### src/design/dad_pkg.sv
package dad_pkg;

  // Register byte offsets on the APB bus.
  localparam logic [7:0] OFF_CTRL       = 8'h00;
  localparam logic [7:0] OFF_WORD_ADDR  = 8'h04;
  localparam logic [7:0] OFF_WORDS_LEFT = 8'h08;
  localparam logic [7:0] OFF_DISK_ADDR  = 8'h0C;
  localparam logic [7:0] OFF_STATUS     = 8'h10;

  // Control register bit positions.
  localparam int CTRL_MCLR_BIT = 0;
  localparam int CTRL_SRC_BIT  = 1;
  localparam int CTRL_RWC_BIT  = 2;

  // Status register bit positions above the selected 16-bit status word.
  localparam int STAT_TRACK_BIT = 16;
  localparam int STAT_STEP_BIT  = 17;
  localparam int STAT_AERR_BIT  = 18;
  localparam int STAT_ZERO_BIT  = 19;
  localparam int STAT_SEEK_BIT  = 20;

  // Disk address word layout.
  localparam int CYL_HI      = 15;
  localparam int CYL_LO      = 7;
  localparam int SURFACE_BIT = 6;
  localparam int DISK_BIT    = 5;
  localparam int SECT_HI     = 4;
  localparam int SECT_LO     = 0;

  // Field widths.
  localparam int WORD_W = 16;
  localparam int CYL_W  = 9;
  localparam int SECT_W = 5;

  // Reset values.
  localparam logic [15:0] WORD_RESET = 16'h0000;
  localparam logic [8:0]  CYL_RESET  = 9'h000;
  localparam logic [4:0]  SECT_RESET = 5'h00;

  // Sector count that triggers a track advance.
  localparam logic [4:0] SECT_WRAP = 5'h1D;

  // Highest legal cylinder for a normal and a 100 TPI unit.
  localparam logic [8:0] CYL_LIMIT_STD   = 9'h0CA;
  localparam logic [8:0] CYL_LIMIT_DENSE = 9'h195;

  // Phase sequencer codes, one-hot.
  typedef enum logic [3:0] {
    PH_T1 = 4'b0001,
    PH_T2 = 4'b0010,
    PH_T3 = 4'b0100,
    PH_T4 = 4'b1000
  } dad_phase_t;

endpackage : dad_pkg

### src/design/dad_phase.sv
`timescale 1ns/1ps
module dad_phase (
  // Clock and reset.
  input  wire logic pclk,
  input  wire logic presetn,
  // Phase pulses, each high for one clock.
  output logic      t1,
  output logic      t2,
  output logic      t3,
  output logic      t4
);

  dad_pkg::dad_phase_t phase_q;

  // Step through T1..T4 in a fixed ring, one phase per clock.
  always_ff @(posedge pclk or negedge presetn) begin
    if (!presetn) begin
      phase_q <= dad_pkg::PH_T1;
    end else begin
      unique case (phase_q)
        dad_pkg::PH_T1: phase_q <= dad_pkg::PH_T2;
        dad_pkg::PH_T2: phase_q <= dad_pkg::PH_T3;
        dad_pkg::PH_T3: phase_q <= dad_pkg::PH_T4;
        dad_pkg::PH_T4: phase_q <= dad_pkg::PH_T1;
        default:        phase_q <= dad_pkg::PH_T1;
      endcase
    end
  end

  // Decode the current phase onto the pulse outputs.
  assign t1 = (phase_q == dad_pkg::PH_T1);
  assign t2 = (phase_q == dad_pkg::PH_T2);
  assign t3 = (phase_q == dad_pkg::PH_T3);
  assign t4 = (phase_q == dad_pkg::PH_T4);

endmodule : dad_phase

### src/design/dad_edge.sv
`timescale 1ns/1ps
module dad_edge (
  // Clock and reset.
  input  wire logic       pclk,
  input  wire logic       presetn,
  // Strobe levels from the same clock domain.
  input  wire logic [2:0] level,
  // Edge pulses.
  output logic [2:0]      rise,
  output logic [2:0]      fall
);

  logic [2:0] prev_q;

  // Remember last level of each strobe.
  always_ff @(posedge pclk or negedge presetn) begin
    if (!presetn) begin
      prev_q <= 3'h0;
    end else begin
      prev_q <= level;
    end
  end

  // Compare with the present level for each strobe.
  for (genvar i = 0; i < 3; i++) begin : g_edge
    assign rise[i] = level[i] & ~prev_q[i];
    assign fall[i] = ~level[i] & prev_q[i];
  end

endmodule : dad_edge

### src/design/dad_counters.sv
`timescale 1ns/1ps
// Overview of operation
// RQ1 - Master clear forces the current word address to zero.
// RQ2 - During read, write or compare, word address loads from host data.
// RQ3 - Word address increments on trailing edge of its count strobe.
// RQ4 - Load-buffer instruction loads the words-left counter from host data.
// RQ5 - Words-left decrements on word-need and word-address-load leading edges.
// RQ6 - Extra decrement per operation makes borrow fire on the last word.
// RQ7 - Words-left borrow sets a count-zero flag that ends the transfer.
// RQ8 - Master clear clears the words-left counter.
// RQ9 - Disk address is nine-bit cylinder, five-bit sector, disk and surface bits.
// RQ10 - Load address maps bits 15:7 cylinder, 6 surface, 5 disk, 4:0 sector.
// RQ11 - Load address starting a seek drives the cylinder to the drive.
// RQ12 - Transfer or address-write operations pass the disk address to the shifter.
// RQ13 - Sector counter increments on trailing edge of sector-increment strobe.
// RQ14 - Sector reaching twenty-nine sets track advance at next T3.
// RQ15 - Track advance toggles the surface select bit on the next T2.
// RQ16 - With surface already set, cylinder increments at the next T4.
// RQ17 - Address error when cylinder exceeds limit chosen by unit density.
// RQ18 - With surface set, cylinder-step sets at next T3 and strobes drive.
// RQ19 - Track advance clears the sector counter and itself at following T3; the sector clears at the T3 that sets the flag.
// RQ20 - Master clear resets cylinder, sector, disk and surface bits.
// RQ21 - Status output shows disk address when select low, word address high.
// RQ22 - Flag updates occur in a repeating four-phase T1 to T4 cycle.
module dad_counters (
  // Clock and reset.
  input  wire logic        pclk,
  input  wire logic        presetn,
  // APB slave.
  input  wire logic        psel,
  input  wire logic        penable,
  input  wire logic        pwrite,
  input  wire logic [7:0]  paddr,
  input  wire logic [31:0] pwdata,
  output logic [31:0]      prdata,
  output logic             pready,
  output logic             pslverr,
  // Controller strobes on this clock.
  input  wire logic        master_clear,
  input  wire logic        word_need_strobe,
  input  wire logic        word_count_strobe,
  input  wire logic        sector_increment_strobe,
  input  wire logic        transfer_or_address_write_op,
  // Drive status pin, asynchronous.
  input  wire logic        unit_density_select,
  // Drive side.
  output logic [8:0]       cylinder_out,
  output logic             seek_strobe,
  output logic             track_address_strobe,
  // Shifter and controller side.
  output logic [15:0]      shifter_addr,
  output logic [15:0]      status_select_out,
  output logic             count_zero,
  output logic             address_error
);

  // Register state.
  logic [15:0] current_word_address_q;
  logic [15:0] words_left_count_q;
  logic [8:0]  cylinder_count_q;
  logic [4:0]  sector_count_q;
  logic        disk_select_bit_q;
  logic        surface_select_bit_q;
  logic        status_source_select_q;
  logic        rwc_active_q;
  logic        count_zero_q;
  logic        wrap_pending_q;
  logic        track_advance_flag_q;
  logic        track_toggled_q;
  logic        wrap_surface_q;
  logic        cylinder_step_flag_q;
  logic        address_error_q;
  logic        seek_q;
  logic [8:0]  cylinder_out_q;
  logic [15:0] shifter_addr_q;
  logic [31:0] prdata_q;
  logic        pready_q;
  logic        pslverr_q;
  logic [1:0]  density_sync_q;

  // Phases and strobe edges.
  logic       t1;
  logic       t2;
  logic       t3;
  logic       t4;
  logic [2:0] strobe_rise;
  logic [2:0] strobe_fall;

  // Bus decode.
  logic apb_done;
  logic wr_ctrl;
  logic wr_word_addr;
  logic wr_words_left;
  logic wr_disk_addr;
  logic wr_status;
  logic mclr;
  logic word_address_load;
  logic words_left_load;
  logic disk_address_load;
  logic words_left_dec;
  logic words_left_borrow;
  logic [15:0] disk_addr_word;
  logic [8:0]  cyl_limit;

  // Address decode that several places share.
  function automatic logic hit(input logic [7:0] addr, input logic [7:0] off);
    hit = (addr == off);
  endfunction : hit

  function automatic logic mapped(input logic [7:0] addr);
    mapped = hit(addr, dad_pkg::OFF_CTRL) | hit(addr, dad_pkg::OFF_WORD_ADDR) |
             hit(addr, dad_pkg::OFF_WORDS_LEFT) | hit(addr, dad_pkg::OFF_DISK_ADDR) |
             hit(addr, dad_pkg::OFF_STATUS);
  endfunction : mapped

  dad_phase u_phase (
    .pclk    (pclk),
    .presetn (presetn),
    .t1      (t1),
    .t2      (t2),
    .t3      (t3),
    .t4      (t4)
  );

  dad_edge u_edge (
    .pclk    (pclk),
    .presetn (presetn),
    .level   ({sector_increment_strobe, word_count_strobe, word_need_strobe}),
    .rise    (strobe_rise),
    .fall    (strobe_fall)
  );

  // A transfer completes on the edge where the access phase sees pready.
  assign apb_done      = psel & penable & pready_q;
  assign wr_ctrl       = apb_done & pwrite & hit(paddr, dad_pkg::OFF_CTRL);
  assign wr_word_addr  = apb_done & pwrite & hit(paddr, dad_pkg::OFF_WORD_ADDR);
  assign wr_words_left = apb_done & pwrite & hit(paddr, dad_pkg::OFF_WORDS_LEFT);
  assign wr_disk_addr  = apb_done & pwrite & hit(paddr, dad_pkg::OFF_DISK_ADDR);
  assign wr_status     = apb_done & pwrite & hit(paddr, dad_pkg::OFF_STATUS);

  // Instruction strobes derived from bus writes.
  assign mclr              = master_clear | (wr_ctrl & pwdata[dad_pkg::CTRL_MCLR_BIT]);
  assign word_address_load = wr_word_addr & rwc_active_q; // see RQ2
  assign words_left_load   = wr_words_left; // see RQ4
  assign disk_address_load = wr_disk_addr;

  // Each leading edge of need or address load takes one count off.
  assign words_left_dec    = strobe_rise[0] | word_address_load; // see RQ5
  assign words_left_borrow = words_left_dec & (words_left_count_q == dad_pkg::WORD_RESET); // see RQ6

  // Assembled disk address word, status layout.
  assign disk_addr_word = {cylinder_count_q, surface_select_bit_q, disk_select_bit_q, sector_count_q}; // see RQ9

  // Limit chosen from the synchronised density indication.
  assign cyl_limit = density_sync_q[1] ? dad_pkg::CYL_LIMIT_DENSE : dad_pkg::CYL_LIMIT_STD;

  // Two-stage synchroniser for the drive density pin.
  always_ff @(posedge pclk or negedge presetn) begin
    if (!presetn) begin
      density_sync_q <= 2'h0;
    end else begin
      density_sync_q <= {density_sync_q[0], unit_density_select};
    end
  end

  // APB answer: one wait state, read data and error registered.
  always_ff @(posedge pclk or negedge presetn) begin
    if (!presetn) begin
      pready_q  <= 1'b0;
      pslverr_q <= 1'b0;
      prdata_q  <= 32'h0000_0000;
    end else if (psel & penable & ~pready_q) begin
      pready_q  <= 1'b1;
      pslverr_q <= ~mapped(paddr);
      prdata_q  <= 32'h0000_0000;
      if (!pwrite) begin
        unique case (1'b1)
          hit(paddr, dad_pkg::OFF_CTRL): begin
            prdata_q[dad_pkg::CTRL_SRC_BIT] <= status_source_select_q;
            prdata_q[dad_pkg::CTRL_RWC_BIT] <= rwc_active_q;
          end
          hit(paddr, dad_pkg::OFF_WORD_ADDR):  prdata_q[15:0] <= current_word_address_q;
          hit(paddr, dad_pkg::OFF_WORDS_LEFT): prdata_q[15:0] <= words_left_count_q;
          hit(paddr, dad_pkg::OFF_DISK_ADDR):  prdata_q[15:0] <= disk_addr_word;
          hit(paddr, dad_pkg::OFF_STATUS): begin
            prdata_q[15:0]                   <= status_select_out;
            prdata_q[dad_pkg::STAT_TRACK_BIT] <= track_advance_flag_q;
            prdata_q[dad_pkg::STAT_STEP_BIT]  <= cylinder_step_flag_q;
            prdata_q[dad_pkg::STAT_AERR_BIT]  <= address_error_q;
            prdata_q[dad_pkg::STAT_ZERO_BIT]  <= count_zero_q;
            prdata_q[dad_pkg::STAT_SEEK_BIT]  <= seek_q;
          end
          default: prdata_q <= 32'h0000_0000;
        endcase
      end
    end else begin
      pready_q  <= 1'b0;
      pslverr_q <= 1'b0;
    end
  end

  // Control bits written by software.
  always_ff @(posedge pclk or negedge presetn) begin
    if (!presetn) begin
      status_source_select_q <= 1'b0;
      rwc_active_q           <= 1'b0;
    end else if (wr_ctrl) begin
      status_source_select_q <= pwdata[dad_pkg::CTRL_SRC_BIT];
      rwc_active_q           <= pwdata[dad_pkg::CTRL_RWC_BIT];
    end
  end

  // Current word address counter.
  always_ff @(posedge pclk or negedge presetn) begin
    if (!presetn) begin
      current_word_address_q <= dad_pkg::WORD_RESET;
    end else if (mclr) begin
      current_word_address_q <= dad_pkg::WORD_RESET; // see RQ1
    end else if (word_address_load) begin
      current_word_address_q <= pwdata[15:0]; // see RQ2
    end else if (strobe_fall[1]) begin
      current_word_address_q <= current_word_address_q + 16'h0001; // see RQ3
    end
  end

  // Words-left counter; wraps below zero like the borrowing counter chain.
  always_ff @(posedge pclk or negedge presetn) begin
    if (!presetn) begin
      words_left_count_q <= dad_pkg::WORD_RESET;
    end else if (mclr) begin
      words_left_count_q <= dad_pkg::WORD_RESET; // see RQ8
    end else if (words_left_load) begin
      words_left_count_q <= pwdata[15:0]; // see RQ4
    end else if (words_left_dec) begin
      words_left_count_q <= words_left_count_q - 16'h0001; // see RQ5
    end
  end

  // Count-zero flag; a borrow in the cycle of a clear still sets it.
  always_ff @(posedge pclk or negedge presetn) begin
    if (!presetn) begin
      count_zero_q <= 1'b0;
    end else if (words_left_borrow) begin
      count_zero_q <= 1'b1; // see RQ7
    end else if (mclr | words_left_load | (wr_status & pwdata[dad_pkg::STAT_ZERO_BIT])) begin
      count_zero_q <= 1'b0;
    end
  end

  // Sector counter: load, clear on track advance, step on strobe trailing edge.
  always_ff @(posedge pclk or negedge presetn) begin
    if (!presetn) begin
      sector_count_q <= dad_pkg::SECT_RESET;
    end else if (mclr) begin
      sector_count_q <= dad_pkg::SECT_RESET; // see RQ20
    end else if (disk_address_load) begin
      sector_count_q <= pwdata[dad_pkg::SECT_HI:dad_pkg::SECT_LO]; // see RQ10
    end else if (wrap_pending_q & t3) begin
      sector_count_q <= dad_pkg::SECT_RESET; // see RQ19
    end else if (strobe_fall[2]) begin
      sector_count_q <= sector_count_q + 5'h01; // see RQ13
    end
  end

  // A sector count that reaches the wrap value waits for the next T3.
  always_ff @(posedge pclk or negedge presetn) begin
    if (!presetn) begin
      wrap_pending_q <= 1'b0;
    end else if (mclr | disk_address_load) begin
      wrap_pending_q <= 1'b0;
    end else if (strobe_fall[2] & (sector_count_q + 5'h01 == dad_pkg::SECT_WRAP)) begin
      wrap_pending_q <= 1'b1;
    end else if (t3) begin
      wrap_pending_q <= 1'b0;
    end
  end

  // Track advance flag: set at T3, cleared at the following T3.
  always_ff @(posedge pclk or negedge presetn) begin
    if (!presetn) begin
      track_advance_flag_q <= 1'b0;
      wrap_surface_q       <= 1'b0;
    end else if (mclr) begin
      track_advance_flag_q <= 1'b0;
      wrap_surface_q       <= 1'b0;
    end else if (t3) begin
      track_advance_flag_q <= wrap_pending_q; // see RQ14, RQ19, RQ22
      wrap_surface_q       <= wrap_pending_q & surface_select_bit_q;
    end
  end

  // Marks that the surface bit has already toggled for this advance.
  always_ff @(posedge pclk or negedge presetn) begin
    if (!presetn) begin
      track_toggled_q <= 1'b0;
    end else if (mclr | t3) begin
      track_toggled_q <= 1'b0;
    end else if (track_advance_flag_q & t2) begin
      track_toggled_q <= 1'b1;
    end
  end

  // Disk and surface select bits.
  always_ff @(posedge pclk or negedge presetn) begin
    if (!presetn) begin
      disk_select_bit_q    <= 1'b0;
      surface_select_bit_q <= 1'b0;
    end else if (mclr) begin
      disk_select_bit_q    <= 1'b0; // see RQ20
      surface_select_bit_q <= 1'b0;
    end else if (disk_address_load) begin
      disk_select_bit_q    <= pwdata[dad_pkg::DISK_BIT]; // see RQ10
      surface_select_bit_q <= pwdata[dad_pkg::SURFACE_BIT];
    end else if (track_advance_flag_q & ~track_toggled_q & t2) begin
      surface_select_bit_q <= ~surface_select_bit_q; // see RQ15
    end
  end

  // Cylinder counter steps at T4 when the advance wraps the surface.
  always_ff @(posedge pclk or negedge presetn) begin
    if (!presetn) begin
      cylinder_count_q <= dad_pkg::CYL_RESET;
    end else if (mclr) begin
      cylinder_count_q <= dad_pkg::CYL_RESET; // see RQ20
    end else if (disk_address_load) begin
      cylinder_count_q <= pwdata[dad_pkg::CYL_HI:dad_pkg::CYL_LO]; // see RQ10
    end else if (track_advance_flag_q & wrap_surface_q & ~track_toggled_q & t4) begin
      cylinder_count_q <= cylinder_count_q + 9'h001; // see RQ16
    end
  end

  // Cylinder-step flag: set at the T3 that ends a wrapping advance, three cycles wide.
  always_ff @(posedge pclk or negedge presetn) begin
    if (!presetn) begin
      cylinder_step_flag_q <= 1'b0;
    end else if (mclr) begin
      cylinder_step_flag_q <= 1'b0;
    end else if (t3) begin
      cylinder_step_flag_q <= track_advance_flag_q & wrap_surface_q; // see RQ18
    end else if (t2) begin
      cylinder_step_flag_q <= 1'b0;
    end
  end

  // Address limit check against the selected unit.
  always_ff @(posedge pclk or negedge presetn) begin
    if (!presetn) begin
      address_error_q <= 1'b0;
    end else begin
      address_error_q <= (cylinder_count_q > cyl_limit); // see RQ17
    end
  end

  // Seek: capture the loaded cylinder for the drive and pulse the seek strobe.
  always_ff @(posedge pclk or negedge presetn) begin
    if (!presetn) begin
      cylinder_out_q <= dad_pkg::CYL_RESET;
      seek_q         <= 1'b0;
    end else begin
      seek_q <= disk_address_load;
      if (disk_address_load) begin
        cylinder_out_q <= pwdata[dad_pkg::CYL_HI:dad_pkg::CYL_LO]; // see RQ11
      end else if (track_advance_flag_q & wrap_surface_q & ~track_toggled_q & t4) begin
        cylinder_out_q <= cylinder_count_q + 9'h001;
      end
    end
  end

  // Shifter address copy, refreshed while a transfer or address write runs.
  always_ff @(posedge pclk or negedge presetn) begin
    if (!presetn) begin
      shifter_addr_q <= dad_pkg::WORD_RESET;
    end else if (transfer_or_address_write_op) begin
      shifter_addr_q <= disk_addr_word; // see RQ12
    end
  end

  // Status multiplexer.
  assign status_select_out = status_source_select_q ? current_word_address_q : disk_addr_word; // see RQ21

  // Output drive.
  assign prdata               = prdata_q;
  assign pready               = pready_q;
  assign pslverr              = pslverr_q;
  assign cylinder_out         = cylinder_out_q;
  assign seek_strobe          = seek_q;
  assign track_address_strobe = cylinder_step_flag_q; // see RQ18
  assign shifter_addr         = shifter_addr_q;
  assign count_zero           = count_zero_q;
  assign address_error        = address_error_q;

endmodule : dad_counters

### config.mk
export PLATFORM = sky130hd
export DESIGN_NAME = dad_counters
export DESIGN_NICKNAME = d
export VERILOG_FILES = /design/src/design/dad_pkg.sv /design/src/design/dad_phase.sv /design/src/design/dad_edge.sv /design/src/design/dad_counters.sv
export SDC_FILE = /design/constraint.sdc
export NUM_CORES = 1
export LEC_CHECK = 0
export BUFFER_PORTS_ARGS = -buffer_cell sky130_fd_sc_hd__buf_2
export CAP_MARGIN = 20
export CORE_MARGIN = 2
export CORE_UTILIZATION = 55
export CTS_CLUSTER_DIAMETER = 120
export DETAILED_ROUTE_END_ITERATION = 10
export PLACE_DENSITY_LB_ADDON = 0.12
export SYNTH_ARGS = -nofsm -noshare
export SYNTH_HDL_FRONTEND = slang
export SYNTH_SLANG_ARGS = --single-unit
### constraint.sdc
create_clock -name pclk -period 6.6 [get_ports pclk]
set_input_delay 0.33 -clock pclk [delete_from_list [all_inputs] [get_ports pclk]]
set_output_delay 0.33 -clock pclk [all_outputs]
set_load 0.01 [all_outputs]
==> results.toml, run 1 <==
[status]
status = "finished with violations"
violations = "hold timing"

[placed_design]
place_inst = 854
port_buffers = 103
gp_congestion = 0.895
hpwl_um = 12400

[global_routing]
grt.total_usage_pct = 29.4
antenna_found_initial = 0
gr-total-overflow = 0
grt_max_degree = 63
use_met1_pct = 41.4
grt_use_met2_pct = 44.0
use_met3_pct = 7.44
grt-busiest-layer = "met2"
grt_pass1_vias = 5307
grt_pass1_wl_um = 28400

[worst_setup_path]
crit_type = "input pin to register"
required_ps = 6930
path_max_fanout = 24
crit_chain = "buf_2 > or4_1 > nor4_2 > nand3_1 > inv_1 > nand2_1 > a21oi_1"
max_stage_delay_ps = 820
worstPathArrival_ps = 3560
critPathSlowestCell = "inv_1"
crit_buf_inv = 2
cp_top_family = "simple AND/OR/NAND/NOR gates"
start_kind = "input pin"
worstSetupEndpointType = "register"

[die]
die_x_um = 111
ios = 130
start_util_pct = 55.9
rows = 39
dieArea_um2 = 12400
core_area_um2 = 11300
die_y_um = 111

[clock_network]
cts_root_buf = "clkbuf_16"
cts-htree-levels = 4
path_clk_slew_ps = 50
cts_resized = 0
cts_tree = "done"
clock-sinks = 115
worstSkewPairLatency_ps = 420
cts_buffer_depth = 2
numCtsBuffers = 17

[routing]
avgRoutedWirePerCell_um = 19.5
drc = 0
drt_iter0_drc = 401
drt_wl_total_um = 17300
dr.pass1.iters = 7
ant_nets = 0
vias = 5369
viasPerCell = 6.04

[synth]
synth_edf_count = 0
yosys_warnings = 0
ys_top_cells_by_count = "dfrtp_1, nand2_1, a21oi_1"
ys_ff_latch = 115
synth_area_leaders = "dfrtp_1, mux2_2, nand2_1, a21oi_1, o21ai_0"
netlist_instances = 646
synth.most_common_cell = "dfrtp_1"
avgSynthCellArea_um2 = 9.80
synth_top_area_share_pct = 45.1
async_flop_share_pct = 100
yosysTopAreaCell = "dfrtp_1"
yosys_most_used_dff = "dfrtp_1"
synth.yosys.seq_area_share_pct = 45.5
synth_cell_type_count = 64
netlist_area_um2 = 6330

[run]
cap_violations = 0

[cells_and_area]
diodes = 0
nets = 796
drive_above_1_share_pct = 24.9
final-instance-count-excl-fill = 889
area_growth_pct = 17.8
fillers = 964

[timing]
rsz0062_at_grt = "false"
finalCriticalPeriod_ps = 3230
fmax_mhz = 310
tightest_slew_ps = 1100
whs_ps = -2.97
setup_violations = 0
slew_viol_final = 0
final.setup.tns_ps = 0
hold_viol_final = 2
relSlewSlack_pct = 26.6
clock_skew_ps = 7.03
fin_crit_sh_pct = 48.9

[worst_hold_path]
hp-class = "input pin to async pin"

[pwr]
leakage_nw = 3.41
ir_worst_vdd_uv = 243
power_mw = 1.86
power-per-cell-area_nw_per_um2 = 249
==> cell usage in the layout (no fill, tap or decap), types with 5 or more instances in the layout <==
master,count
dfrtp_1,114
buf_2,102
nand2_1,84
a21oi_1,52
o21ai_0,48
mux2_2,32
nor2_1,27
xnor2_1,26
nand3_1,21
xor2_1,21
a22o_1,20
clkbuf_16,17
a211oi_1,16
ha_1,12
inv_1,11
conb_1,11
o21ai_1,10
nor3_1,9
nand4_1,7
nor4_1,6
nand2b_1,6
nor4b_1,5
nand3b_1,5
mux2i_1,5
clkinv_2,5
buf_4,5
==> metal layers <==
layer | part of all wire (%) | wire, µm | up-vias
met2 | 47 | 8070 | 207
met5 | 0 | 0 | -
met1 | 44 | 7680 | 2646
met4 | 2.3 | 405 | 0
li1 | - | - | 2479
met3 | 6.8 | 1170 | 37
==> area by class of cell <==
type	count	area, µm²	area share, %
Clock inverter	11	161	2.16
Sequential cell	115	2880	38.6
Tap cell	143	179	2.40
Inverter	11	41.3	0.553
Multi-Input combinational cell	480	3200	42.9
Timing Repair Buffer	108	558	7.48
Clock buffer	21	440	5.90
==> kinds of logic after synthesis <==
group,Yosys count,share of synthesized area (%)
buffers and inverters,61,4.64
AOI/OAI and AO/OA,172,18.2
adders and majority gates,12,2.37
DFF,115,45.5
muxes,38,6.84
and+or+nand+nor,200,15.9
other,1,0.0592
xor gates and xnor gates,47,6.50
==> power by group <==
group	leakage, nW	total (mW)	switching [mW]	internal (mW)
sequential	1.54	0.745	0.0216	0.723
combinational	1.57	0.170	0.108	0.0619
clock	0.295	0.947	0.320	0.627
==> worst reg2reg max path: stages (launching register included) <==
cell and delay (ps):
dfrtp_1 370, nand4_1 250, nor4_2 460, nand3_1 780
inv_1 820, nand2_1 190, a21oi_1 210
==> registers in the layout, summed over array words and instances (netlist names), 3 cells and up <==
name / count
current_word_address_q: 16
cylinder_count_q: 9
cylinder_out: 9
prdata: 21
sector_count_q: 5
shifter_addr: 16
u_edge.prev_q: 3
u_phase.phase_q: 4
words_left_count_q: 16
==> metrics by stage <==
| step | cell area (µm²) | util [%] | worst slack (ps) | hold slack [ps] |
|---|---|---|---|---|
| final | 7460 | 65.9 | 3370 | -2.97 |
| after global routing | 7460 | 65.9 | 3120 | 18.8 |
| after CTS | 7450 | 65.8 | 3440 | 9.40 |
| after detailed placement | 6830 | 60.4 | 3050 | 340 |
| after global placement | 6830 | 60.4 | 3070 | 335 |
| after floorplan | 6370 | - | 4290 | 34.4 |
==> path summary, 6_finish.rpt <==
path	start	end	slack (ps)	depth (start not counted)
min reg2reg	density_sync_q[0]	density_sync_q[1]	350	0
max in group asynchronous	presetn	current_word_address_q[13]	5390	2
min	presetn	pslverr	-3	1
min in group pclk	sector_increment_strobe	u_edge.prev_q[2]	30	1
max reg2reg	pready	cylinder_count_q[6]	3430	6
max	paddr[0]	cylinder_count_q[6]	3370	7
==> repair_timing <==
action                                 CTS  global route
setup buffers                            0             0
hold buffers                             1             0
endpoints found under the hold margin    1             0
Note: power is estimated with default switching activity, not from simulation.
==> inputs of run 2 (changes only) <==
--- a/config.mk
+++ b/config.mk
@@ -5,10 +5,11 @@
 export SDC_FILE = /design/constraint.sdc
 export NUM_CORES = 1
 export LEC_CHECK = 0
+export ABC_AREA = 1
 export BUFFER_PORTS_ARGS = -buffer_cell sky130_fd_sc_hd__buf_2
 export CAP_MARGIN = 20
 export CORE_MARGIN = 2
-export CORE_UTILIZATION = 55
+export CORE_UTILIZATION = 51
 export CTS_CLUSTER_DIAMETER = 120
 export DETAILED_ROUTE_END_ITERATION = 10
 export PLACE_DENSITY_LB_ADDON = 0.12
==> constraint.sdc (replaced) <==
create_clock -name pclk -period 2.7 [get_ports pclk]
set_input_delay 0.135 -clock pclk [delete_from_list [all_inputs] [get_ports pclk]]
set_output_delay 0.135 -clock pclk [all_outputs]
set_load 0.01 [all_outputs]
==> run 2 against run 1 <==
Compared with the run above: the run now ends clean; critical path depth increased by 5; utilization decreased by 4.1 points; first-iteration DRC count increased by 56%; clock power increased by 130%; non-clock buffer count increased by 14; worst setup slack got worse by 3100 ps; count of clock-buffer cells in the layout increased by 1; total power increased to 2.7 times the previous value; final cell count increased by 44%; sequential power increased to 2.6 times the previous value; largest power group unchanged.
==> results.toml, run 2 <==
[synth]
synth_area_leaders = "dfrtp_1, nand2_1, nand3_1, inv_1, nor2_1"
synth_top_area_share_pct = 41.0
avgSynthCellArea_um2 = 7.08
yosys_most_used_dff = "dfrtp_1"
yosys_warnings = 0
synth.most_common_cell = "nand2_1"
synth_cell_type_count = 40
ys_top_cells_by_count = "nand2_1, dfrtp_1, inv_1"
netlist_area_um2 = 6960
netlist_instances = 983
yosysTopAreaCell = "dfrtp_1"
ys_ff_latch = 115
synth_edf_count = 0
async_flop_share_pct = 100
synth.yosys.seq_area_share_pct = 41.4

[clock_network]
clock-sinks = 115
cts_hold_buf = 10
cts_tree = "done"
cts_buffer_depth = 2
worstSkewPairLatency_ps = 420
post_cts_buffers = 0
cts_resized = 0
cts-htree-levels = 4
cts_root_buf = "clkbuf_16"
numCtsBuffers = 17
path_clk_slew_ps = 60

[die]
dieArea_um2 = 14600
die_x_um = 121
die_y_um = 121
rows = 42
start_util_pct = 52.3
core_area_um2 = 13300
ios = 130

[routing]
viasPerCell = 5.33
dr.pass1.iters = 6
drt_wl_total_um = 20400
ant_nets = 0
vias = 6828
drc = 0
drt_iter0_drc = 626
avgRoutedWirePerCell_um = 15.9

[worst_hold_path]
hp-class = "input pin to register"

[cells_and_area]
final-instance-count-excl-fill = 1281
nets = 1155
final_cell_mix = "nand2_1, dfrtp_1, buf_2, inv_1, nand3_1"
final_util_pct = 61.8
drive_above_1_share_pct = 16.7
fillers = 1265
largest_reg_flops = 21
seqCellArea_um2 = 2880
area_growth_pct = 18.2
stdcell_area_um2 = 8220
multi_input_area_um2 = 3470
diodes = 0
layout_commonest_cell = "nand2_1"

[worst_setup_path]
critPathSlowestCell = "dlygate4sd3_1"
path_max_fanout = 23
worstSetupEndpointType = "register"
worstPathArrival_ps = 2760
required_ps = 3000
crit_chain = "dlygate4sd3_1 > buf_2 > nand2_2 > dlygate4sd3_1 > nor2_1 > inv_2 > or2_1 > clkinv_1 > nand2_1 > inv_2 > o21ai_0 > nand2_1"
crit_type = "input pin to register"
start_kind = "input pin"
max_stage_delay_ps = 550

[placed_design]
hpwl_um = 14800
port_buffers = 103
dpl_cell_area_um2 = 7550
gp_congestion = 0.901
place_inst = 1239

[timing]
hold_viol_final = 0
tightest_slew_ps = 902
fin_crit_sh_pct = 91.1
setup_violations = 0
fmax_mhz = 407
relSlewSlack_pct = 39.8
rsz0062_at_grt = "false"
clock_skew_ps = 6.93
finalCriticalPeriod_ps = 2460
final.setup.tns_ps = 0
slew_viol_final = 0

[global_routing]
grt_max_degree = 50
grt_pass1_vias = 6348
antenna_found_initial = 0
grt.total_usage_pct = 29.4
gr-total-overflow = 0
grt_pass1_wl_um = 32800

[pwr]
leakage_nw = 4.43
ir_worst_vdd_uv = 497
power-per-cell-area_nw_per_um2 = 605

[run]
cap_violations = 0

[status]
status = "finished clean"
## run 2: changes by cell type in the layout (fill, tap and decap cells not counted), moves of 20 or more
cell / delta
a21oi_1: -21
a22o_1: -20
inv_1: +78
mux2_2: -28
nand2_1: +271
nand3_1: +63
nor2_1: +56
xnor2_1: -20
## run 2: worst paths after layout
path	from	end	slack [ps]	cells past startpoint
worst max-delay path	penable	prdata[0]	240	12
worst min-delay path	paddr[3]	seek_strobe	30	3
worst max register to register	pready	sector_count_q[2]	730	8
worst min register to register	density_sync_q[0]	density_sync_q[1]	350	0
max in group asynchronous	presetn	prdata[14]	1710	3
min in group asynchronous	presetn	prdata[17]	240	2
## run 2: logic make-up after synthesis
kind of cell	synth area share [%]
fa+ha+maj	2.16
compound gates	8.83
buf+inv	9.24
simple gates	35.8
other cells	0.0539
xor+xnor	1.89
mux	0.647
flops	41.4
## run 2: cell type report
class	instances	area share, %
Multi-Input combinational cell	736	42.3
Clock buffer	22	5.65
Sequential cell	115	35.0
Inverter	100	4.56
Timing Repair Buffer	122	8.49
Clock inverter	10	1.35
Tap cell	176	2.68
## run 2: where the power goes
part	internal, mW	leakage [nW]	switching [mW]
Clock	1.40	0.276	0.801
Sequential	1.82	1.53	0.125
Combinational	0.298	2.62	0.527
## run 2: through the flow
step / power, mW / setup slack [ps] / hold slack (ps)
3_5_place_dp: 2.78 / 808 / 153
3_3_place_gp: 2.77 / 866 / 149
6_report: 4.97 / 241 / 26.3
4_1_cts: 4.99 / 276 / 16.5
2_1_floorplan: 2.53 / 1130 / -161
5_1_grt: 5.22 / 82.9 / 57.9
## run 2: critical path, delay by kind of cell
| family | cells | cell delay (ps) |
|---|---|---|
| AOI/OAI and AO/OA | 1 | 130 |
| buffers and inverters | 6 | 1910 |
| and+or+nand+nor | 5 | 580 |
## run 2: per-layer routing
| metal | wire (µm) | vias to the layer above | GRT usage (%) |
|---|---|---|---|
| li1 | - | 3343 | - |
| met1 | 9220 | 3197 | 41.0 |
| met2 | 9210 | 263 | 45.9 |
| met3 | 1630 | 25 | 7.50 |
| met4 | 288 | 0 | 7.34 |
| met5 | 0 | - | 0 |
